--- config.mk ---
export PLATFORM = sky130hd
export DESIGN_NAME = mss_controller
export DESIGN_NICKNAME = d
export VERILOG_FILES = /design/src/mss_pkg.sv /design/src/mss_controller.sv
export SDC_FILE = /design/constraint.sdc
export NUM_CORES = 1
export LEC_CHECK = 0
export BUFFER_PORTS_ARGS = -buffer_cell sky130_fd_sc_hd__buf_2
export CAP_MARGIN = 20
export CELL_PAD_IN_SITES_DETAIL_PLACEMENT = 1
export CELL_PAD_IN_SITES_GLOBAL_PLACEMENT = 2
export CORE_ASPECT_RATIO = 0.9
export CORE_MARGIN = 2
export CORE_UTILIZATION = 40
export DETAILED_ROUTE_END_ITERATION = 6
export PLACE_DENSITY_LB_ADDON = 0.1
export SLEW_MARGIN = 20
export SYNTH_ARGS = -nofsm -noshare
export SYNTH_HDL_FRONTEND = slang
export SYNTH_SLANG_ARGS = --single-unit
--- constraint.sdc ---
create_clock -name pclk -period 7.7 [get_ports pclk]
set_clock_uncertainty 0.15 [all_clocks]
set_input_delay 0.77 -clock pclk [delete_from_list [all_inputs] [get_ports pclk]]
set_output_delay 0.77 -clock pclk [all_outputs]
set_load 0.005 [all_outputs]
--- src/mss_pkg.sv ---
// Behaviour
// - Three modes: light-load, forced fixed, synchronized
// - Light-load: pulse-frequency operation with diode emulation
// - Forced fixed: no diode emulation, full frequency
// - Synchronized: clock follows external sync frequency
// - Synchronized behaves as forced fixed mode
// - Level decode: ground, middle, top bands
// - Level control never locks to external clock
// - Level mode applied after settling time
// - Spread spectrum off during frequency foldback
// - Resistor strap fixes light-load without spread
// - Fourth valid pulse enters pulse control
// - Pulse control held until restart
// - Pulse decode: levels, clock, double pulse
// - Pulse-control mode change after settling time
// - Sync mode after 2048 valid cycles
// - Constant level: mode by level, spread on unless a double pulse came before
// - Frequency steps at 2048, intermediate cycle
// - Phase adjusts until sync edges align
// - Spread on at a train's third rising edge, off at step
// - Lock deferred during reduced-frequency operation
package mss_pkg;

    localparam int MSS_CNT_W = 16;

    // Times in ns and the pclk rate
    localparam int MSS_PCLK_NS         = 100;
    localparam int MSS_T_MODE_NS       = 100000;
    localparam int MSS_MODE_CYC        = (MSS_T_MODE_NS + MSS_PCLK_NS - 1) / MSS_PCLK_NS;
    localparam int MSS_SYNC_PULSES     = 2048;
    localparam int MSS_ENTRY_PULSES    = 4;
    localparam int MSS_PHASE_CYC       = 32;

    // Pulse validity limits, in pclk cycles
    localparam int MSS_PER_MIN_RST     = 4;
    localparam int MSS_PER_MAX_RST     = 50;
    localparam int MSS_HI_MIN_RST      = 1;
    localparam int MSS_HI_MAX_RST      = 40;
    localparam int MSS_LO_MIN_RST      = 1;
    localparam int MSS_LO_MAX_RST      = 40;

    // APB register byte offsets
    localparam logic [7:0] MSS_CTRL_OFS   = 8'h00;
    localparam logic [7:0] MSS_STATUS_OFS = 8'h04;
    localparam logic [7:0] MSS_PER_OFS    = 8'h08;
    localparam logic [7:0] MSS_HI_OFS     = 8'h0c;
    localparam logic [7:0] MSS_LO_OFS     = 8'h10;
    localparam logic [7:0] MSS_SYNCP_OFS  = 8'h14;

    // Pin level class from the analog comparators
    typedef enum logic [1:0] {MSS_LVL_GND, MSS_LVL_MID, MSS_LVL_TOP} mss_level_type;

    typedef enum logic [1:0] {MSS_MODE_LIGHT, MSS_MODE_FIXED, MSS_MODE_SYNC} mss_mode_type;

    // Mode outputs that travel together to the power stage
    typedef struct packed {
        mss_mode_type mode;
        logic         pfm_en;
        logic         diode_emul;
        logic         spread_en;
        logic         freq_step;
        logic         phase_adj;
        logic         locked;
    } mss_ctrl_type;

    typedef struct packed {
        logic [MSS_CNT_W-1:0] min;
        logic [MSS_CNT_W-1:0] max;
    } mss_limit_type;

endpackage

--- src/mss_controller.sv ---
// Implementation choices: the register addresses and the APB interface to the registers.
`timescale 1ns/1ps
module mss_controller
    import mss_pkg::*;
#(
    parameter int MODE_CYC    = MSS_MODE_CYC,
    parameter int SYNC_PULSES = MSS_SYNC_PULSES
)
(
    input  wire logic          pclk,
    input  wire logic          presetn,
    input  wire logic          mode_sync,
    input  wire mss_level_type level_class,
    input  wire logic          strap_100k,
    input  wire logic          reduced_freq,
    input  wire logic          freq_foldback,
    input  wire logic          sw_rise,
    input  wire logic          psel,
    input  wire logic          penable,
    input  wire logic          pwrite,
    input  wire logic [7:0]    paddr,
    input  wire logic [31:0]   pwdata,
    output logic      [31:0]   prdata,
    output logic               pready,
    output logic               pslverr,
    output mss_ctrl_type       ctrl
);

    // Two-stage synchronisers for pins and analog classes
    logic [2:0]    pin_sync;
    mss_level_type lvl_s1;
    mss_level_type lvl_s2;
    logic [1:0]    strap_sync;
    logic [1:0]    red_sync;
    logic [1:0]    fold_sync;
    logic [1:0]    swr_sync;

    always_ff @(posedge pclk or negedge presetn)
    begin
        if (!presetn)
        begin
            pin_sync   <= 3'h0;
            lvl_s1     <= MSS_LVL_GND;
            lvl_s2     <= MSS_LVL_GND;
            strap_sync <= 2'h0;
            red_sync   <= 2'h0;
            fold_sync  <= 2'h0;
            swr_sync   <= 2'h0;
        end
        else
        begin
            pin_sync   <= {pin_sync[1:0], mode_sync};
            lvl_s1     <= level_class;
            lvl_s2     <= lvl_s1;
            strap_sync <= {strap_sync[0], strap_100k};
            red_sync   <= {red_sync[0], reduced_freq};
            fold_sync  <= {fold_sync[0], freq_foldback};
            swr_sync   <= {swr_sync[0], sw_rise};
        end
    end

    // Edge detection reads only the second and third stages
    logic pin;
    logic rise;
    logic fall;
    assign pin  = pin_sync[1];
    assign rise = pin_sync[1] & ~pin_sync[2];
    assign fall = ~pin_sync[1] & pin_sync[2];

    // Strap latched once, only after its synchroniser has refilled past reset
    logic [1:0] strap_wait;
    logic       strap_fixed;
    always_ff @(posedge pclk or negedge presetn)
    begin
        if (!presetn)
        begin
            strap_wait  <= 2'h0;
            strap_fixed <= 1'b0;
        end
        else
        begin
            if (strap_wait != 2'h3)
                strap_wait <= strap_wait + 2'h1;
            if (strap_wait == 2'h2)
                strap_fixed <= strap_sync[1];
        end
    end

    // Software-set pulse limits
    mss_limit_type per_lim;
    mss_limit_type hi_lim;
    mss_limit_type lo_lim;
    logic          sw_force_light;

    // Pulse timing and validation
    logic [MSS_CNT_W-1:0] hi_cnt;
    logic [MSS_CNT_W-1:0] lo_cnt;
    logic [MSS_CNT_W-1:0] per_cnt;
    logic [2:0]           valid_cnt;
    logic                 pulse_ok;
    logic                 pulse_bad;
    logic                 idle_to;
    logic                 hi_ok;
    logic                 lo_ok;
    logic                 per_ok;

    assign hi_ok  = (hi_cnt >= hi_lim.min) && (hi_cnt <= hi_lim.max);
    assign lo_ok  = (lo_cnt >= lo_lim.min) && (lo_cnt <= lo_lim.max);
    assign per_ok = (per_cnt >= per_lim.min) && (per_cnt <= per_lim.max);
    // A period closes at each rising edge
    assign pulse_ok  = rise && hi_ok && lo_ok && per_ok;
    assign pulse_bad = rise && !(hi_ok && lo_ok && per_ok);
    assign idle_to   = (per_cnt > per_lim.max);

    always_ff @(posedge pclk or negedge presetn)
    begin
        if (!presetn)
        begin
            hi_cnt  <= '0;
            lo_cnt  <= '0;
            per_cnt <= '0;
        end
        else
        begin
            if (rise)
            begin
                per_cnt <= MSS_CNT_W'(1);
                hi_cnt  <= MSS_CNT_W'(1);
            end
            else
            begin
                if (per_cnt != '1)
                    per_cnt <= per_cnt + 1'b1;
                if (pin && hi_cnt != '1)
                    hi_cnt <= hi_cnt + 1'b1;
            end
            if (fall)
                lo_cnt <= MSS_CNT_W'(1);
            else if (!pin && !rise && lo_cnt != '1)
                lo_cnt <= lo_cnt + 1'b1;
        end
    end

    // Count of back-to-back valid periods; a bad one restarts
    logic pulse_ctl;
    logic [MSS_CNT_W-1:0] sync_pulses;
    always_ff @(posedge pclk or negedge presetn)
    begin
        if (!presetn)
        begin
            valid_cnt   <= 3'h0;
            sync_pulses <= '0;
        end
        else if (pulse_bad || idle_to)
        begin
            valid_cnt   <= 3'h0;
            sync_pulses <= '0;
        end
        else if (pulse_ok)
        begin
            if (valid_cnt != 3'h7)
                valid_cnt <= valid_cnt + 3'h1;
            if (sync_pulses != '1)
                sync_pulses <= sync_pulses + 1'b1;
        end
    end

    // Pulse control entered once, left only by reset; a train's first rise
    // closes no valid period, so its fourth pulse closes the third valid period
    always_ff @(posedge pclk or negedge presetn)
    begin
        if (!presetn)
            pulse_ctl <= 1'b0;
        else if (pulse_ok && valid_cnt == 3'(MSS_ENTRY_PULSES - 2) && !strap_fixed)
            pulse_ctl <= 1'b1;
    end

    // Constant-level settling timer, restarted by any pin change or, outside pulse control, any class change
    logic [MSS_CNT_W-1:0] settle_cnt;
    logic                 settled;
    logic                 lvl_chg;
    mss_level_type        lvl_hold;
    // Under pulse control only the pin's edges count; the band is ignored
    assign lvl_chg = rise || fall || (!pulse_ctl && lvl_s2 != lvl_hold);
    always_ff @(posedge pclk or negedge presetn)
    begin
        if (!presetn)
        begin
            settle_cnt <= '0;
            lvl_hold   <= MSS_LVL_GND;
        end
        else
        begin
            lvl_hold <= lvl_s2;
            if (lvl_chg)
                settle_cnt <= '0;
            else if (settle_cnt < MSS_CNT_W'(MODE_CYC))
                settle_cnt <= settle_cnt + 1'b1;
        end
    end
    assign settled = !lvl_chg && (settle_cnt == MSS_CNT_W'(MODE_CYC));

    // Double pulse: second pulse of a fresh train ends with no third after it;
    // judged at falls, so a trailing rise into a high level keeps the mark
    logic dbl_seen;
    always_ff @(posedge pclk or negedge presetn)
    begin
        if (!presetn)
            dbl_seen <= 1'b0;
        else if (pulse_bad)
            dbl_seen <= 1'b0;
        else if (fall)
            dbl_seen <= (valid_cnt == 3'h1);
    end

    // Mode, spread spectrum and lock sequencing
    mss_mode_type mode;
    logic         spread_req;
    logic         locked;
    logic         step_pulse;
    logic [5:0]   phase_cnt;
    always_ff @(posedge pclk or negedge presetn)
    begin
        if (!presetn)
        begin
            mode       <= MSS_MODE_LIGHT;
            spread_req <= 1'b1;
            locked     <= 1'b0;
            step_pulse <= 1'b0;
        end
        else
        begin
            step_pulse <= 1'b0;
            if (strap_fixed || sw_force_light)
            begin
                mode       <= MSS_MODE_LIGHT;
                spread_req <= 1'b0;
                locked     <= 1'b0;
            end
            else if (!pulse_ctl)
            begin
                locked <= 1'b0;
                if (settled)
                begin
                    case (lvl_s2)
                        MSS_LVL_GND:
                        begin
                            mode       <= MSS_MODE_LIGHT;
                            spread_req <= 1'b1;
                        end
                        MSS_LVL_MID:
                        begin
                            mode       <= MSS_MODE_FIXED;
                            spread_req <= 1'b1;
                        end
                        MSS_LVL_TOP:
                        begin
                            mode       <= MSS_MODE_FIXED;
                            spread_req <= 1'b0;
                        end
                        default:
                        begin
                            mode       <= MSS_MODE_LIGHT;
                            spread_req <= 1'b1;
                        end
                    endcase
                end
            end
            else if (settled)
            begin
                mode       <= pin ? MSS_MODE_FIXED : MSS_MODE_LIGHT;
                spread_req <= !dbl_seen;
                locked     <= 1'b0;
            end
            else if (rise && sync_pulses == MSS_CNT_W'(1))
                spread_req <= 1'b1;
            else if (!locked && !red_sync[1] && sync_pulses >= MSS_CNT_W'(SYNC_PULSES))
            begin
                mode       <= MSS_MODE_SYNC;
                locked     <= 1'b1;
                step_pulse <= 1'b1;
                spread_req <= 1'b0;
            end
            else if (locked && (pulse_bad || idle_to))
                locked <= 1'b0;
        end
    end

    // Phase alignment window after the step
    always_ff @(posedge pclk or negedge presetn)
    begin
        if (!presetn)
            phase_cnt <= 6'h0;
        else if (step_pulse)
            phase_cnt <= 6'(MSS_PHASE_CYC);
        else if (!locked)
            phase_cnt <= 6'h0;
        else if (rise && phase_cnt != 6'h0 && !swr_sync[1])
            phase_cnt <= phase_cnt - 6'h1;
        else if (rise && swr_sync[1])
            phase_cnt <= 6'h0;
    end

    // Outputs to the power stage
    always_ff @(posedge pclk or negedge presetn)
    begin
        if (!presetn)
            ctrl <= '{MSS_MODE_LIGHT, 1'b1, 1'b1, 1'b0, 1'b0, 1'b0, 1'b0};
        else
        begin
            ctrl.mode       <= mode;
            ctrl.pfm_en     <= (mode == MSS_MODE_LIGHT);
            ctrl.diode_emul <= (mode == MSS_MODE_LIGHT);
            ctrl.spread_en  <= spread_req && !fold_sync[1];
            ctrl.freq_step  <= step_pulse;
            ctrl.phase_adj  <= (phase_cnt != 6'h0);
            ctrl.locked     <= locked;
        end
    end

    // APB slave, zero wait states
    logic wr_en;
    assign wr_en   = psel && penable && pwrite;
    assign pready  = 1'b1;
    always_ff @(posedge pclk or negedge presetn)
    begin
        if (!presetn)
        begin
            per_lim        <= '{MSS_CNT_W'(MSS_PER_MIN_RST), MSS_CNT_W'(MSS_PER_MAX_RST)};
            hi_lim         <= '{MSS_CNT_W'(MSS_HI_MIN_RST), MSS_CNT_W'(MSS_HI_MAX_RST)};
            lo_lim         <= '{MSS_CNT_W'(MSS_LO_MIN_RST), MSS_CNT_W'(MSS_LO_MAX_RST)};
            sw_force_light <= 1'b0;
        end
        else if (wr_en)
        begin
            case (paddr)
                MSS_CTRL_OFS: sw_force_light <= pwdata[0];
                MSS_PER_OFS:  per_lim <= pwdata;
                MSS_HI_OFS:   hi_lim  <= pwdata;
                MSS_LO_OFS:   lo_lim  <= pwdata;
                default:      sw_force_light <= sw_force_light;
            endcase
        end
    end

    // Read mux and error on unmapped address
    logic mapped;
    always_comb
    begin
        mapped = 1'b1;
        case (paddr)
            MSS_CTRL_OFS:   prdata = {31'h0, sw_force_light};
            MSS_STATUS_OFS: prdata = {23'h0, strap_fixed, valid_cnt, ctrl.spread_en,
                                      locked, pulse_ctl, mode};
            MSS_PER_OFS:    prdata = per_lim;
            MSS_HI_OFS:     prdata = hi_lim;
            MSS_LO_OFS:     prdata = lo_lim;
            MSS_SYNCP_OFS:  prdata = {16'h0, sync_pulses};
            default:
            begin
                prdata = 32'h0;
                mapped = 1'b0;
            end
        endcase
    end
    assign pslverr = psel && penable && !mapped;

endmodule

==> metrics.cfg <==
[clock_tree]
clock_sinks=220
clockBufferDepth=3
htreeDepth=1
clk_latency_ns=0.55
hold_buffers=0
cts_buffers=27
cts_tree=built
clock-root-buffer=clkbuf_16
post_cts_buffers=0
clk_pin_slew_worst_paths_ns=0.06
cts_resized=0

[timing]
finalMaxSlewViolations=0
tightest_slew_ns=0.9912
fin_ws_ns=4.005
period_share_pct=47.99
slew-limit-headroom_pct=33.85
post-route-min-period_ns=3.695
final.setup.tns_ns=0
max_freq_mhz=270.6
hold_violations=0
rsz0062_at_grt=no
setup_violations=0

[logic_synthesis]
synth_area_per_cell_um2=9.804
yosys_warnings=0
synth_edf_count=0
post_synth_num_cell_types=64
synthCells=1264
syn-cell-area_um2=12390
synth_seq_cells=220
seq_area_frac_synth_pct=44.55
synth_top_flop_cell=dfrtp_1
async_reset_ff_share_pct=100.0
syn-num-nets=1431

[layout]
nets=1518
final_cell_mix=dfrtp_1, inv_1, nand2_1
final_cell_area_um2=14250
area_delta_synth_final_pct=14.99
fin_util_pct=46.44
final_common_cell=dfrtp_1
layout-drive-gt1-share_pct=18.37
nFillCells=3486
diodes=0

[floorplan]
die_w_um=189.5
io_pins=94
die_y_um=171.0
rows=61
initial_utilization_pct=40.39
dieArea_um2=32410
core_area_um2=30680

[power]
power_density_nw_per_um2=210.1
p_leak_nw=6.940
ir_drop_v=0.0001810
p_total_mw=2.995

[detailed_routing]
drc=0
routed_wirelength_um=39260
antenna_left=0
vias=9944
via_per_inst=5.583
drt_iter0_drc=592
drt_first_pass_iters=6
drt-wirelength-per-cell_um=22.04

[placed_design]
dpl.hpwl_um=28940
io_buffers=92
placed_area_um2=13300
gp_congestion=0.8227
pre_cts_ws_ns=3.490

[global_route]
grt_max_degree=89
antenna_found_initial=0
track_usage_pct=24.60
grt_pass1_vias=10276
grt_pass1_wl_um=60910
grt_overflow=0

[worst_setup_path]
cpPeakStageDelay_ns=0.83
crit_path_end_kind=flop
crit_chain=buf_2 > nor3_1 > nand2_1 > nor3_1 > and2_1 > buf_4 > nand4_1 > buf_4 > mux2_2
crit_arrival_ns=3.97
crit_type=input port to flop
cp.required_ns=7.98
startpoint_type=input port
worst_path_max_delay_cell=nand4_1
cp_max_fo=32

[hold_path]
hold_class=input port to async pin

[status]
outcome=finished clean

[run]
cap_violations=0

## logic make-up (layout without fill, tap and decap cells)
| kind of cell | count (synthesis) | after routing | synth area share, % |
|---|---|---|---|
| and+or+nand+nor | 385 | 385 | 14.85 |
| AOI/OAI and AO/OA | 233 | 233 | 12.56 |
| DFF | 220 | 220 | 44.55 |
| buffers and inverters | 180 | 288 | 5.553 |
| adders and majority gates | 115 | 115 | 11.61 |
| muxes | 79 | 79 | 7.239 |
| xor gates and xnor gates | 51 | 51 | 3.605 |
| other | 1 | 1 | 0.03026 |
## final timing paths
| kind | start | end | slack [ns] | depth (start not counted) |
|---|---|---|---|---|
| setup / recovery | paddr[5] | per_lim[22]$_DFFE_PN0P_ | 4.01 | 9 |
| hold / removal | presetn | ctrl[2]$_DFF_PN0_ | 0.04 | 1 |
| setup reg to reg | per_lim[30]$_DFFE_PN0P_ | sync_pulses[10]$_DFFE_PN0P_ | 4.10 | 10 |
| hold reg to reg | lvl_s1[0]$_DFF_PN0_ | lvl_s2[0]$_DFF_PN0_ | 0.20 | 0 |
| max in group asynchronous | presetn | per_lim[23]$_DFFE_PN0P_ | 5.89 | 2 |
| min in group pclk | freq_foldback | fold_sync[0]$_DFF_PN0_ | 0.17 | 1 |
## worst max-delay path, delay by kind of cell
family / cells / cell delay, ns
mux: 1 / 0.32
simple gates: 5 / 1.76
buf+inv: 3 / 1.09
## layout make-up
type                            instances  area, um2  area share (%)
Tap cell                              409      511.7           3.591
Timing Repair Buffer                  104      560.5           3.934
Inverter                              134      503.0           3.530
Multi-Input combinational cell        864       6202           43.52
Clock buffer                           31      710.7           4.987
Sequential cell                       220       5520           38.74
Clock inverter                         19      241.5           1.695
## per-stage QoR
stage | instances | hold WS, ns
global route | 1781 | 0.08777
finish | 1781 | 0.03744
global placement | 1731 | 0.1852
detailed placement | 1731 | 0.1903
floorplan | 1264 | 0.1812
CTS | 1781 | 0.09136
## flip-flops by register name, indices dropped and copies added, names as in the netlist, 3 cells and up
register	cells
ctrl	7
settle_cnt	16
lo_cnt	16
hi_lim	32
hi_cnt	16
valid_cnt	3
per_cnt	16
per_lim	32
phase_cnt	6
lo_lim	32
pin_sync	3
sync_pulses	16
## power by group
| part | total, mW | switching [mW] | internal, mW | leakage, nW |
|---|---|---|---|---|
| clock network | 1.37 | 0.539 | 0.832 | 0.473 |
| logic | 0.371 | 0.235 | 0.136 | 3.65 |
| registers | 1.25 | 0.0564 | 1.20 | 2.82 |
| total | 2.99 | 0.830 | 2.16 | 6.94 |
## layer usage
layer	vias up	global-route usage, %	wire (um)
met5	-	0	0
met4	0	5.595	853
met3	50	3.015	1527
met2	170	39.03	17660
met1	5070	35.96	19220
li1	4654	-	-
## synth_stat cells (20+ instances only)
cell type / n / area share, %
a21oi_1: 55 / 2.2
a222oi_1: 23 / 1.9
clkbuf_1: 39 / 1.2
dfrtp_1: 208 / 42
ha_1: 115 / 12
inv_1: 134 / 4.1
mux2_2: 75 / 6.8
nand2_1: 127 / 3.8
nand3_1: 27 / 1.1
nand4_1: 31 / 1.6
nor2_1: 97 / 2.9
nor3_1: 20 / 0.81
o21ai_0: 71 / 2.9
or3_1: 26 / 1.3
xnor2_1: 20 / 1.4
xor2_1: 31 / 2.2
Note: power is estimated with default switching activity, not from simulation.
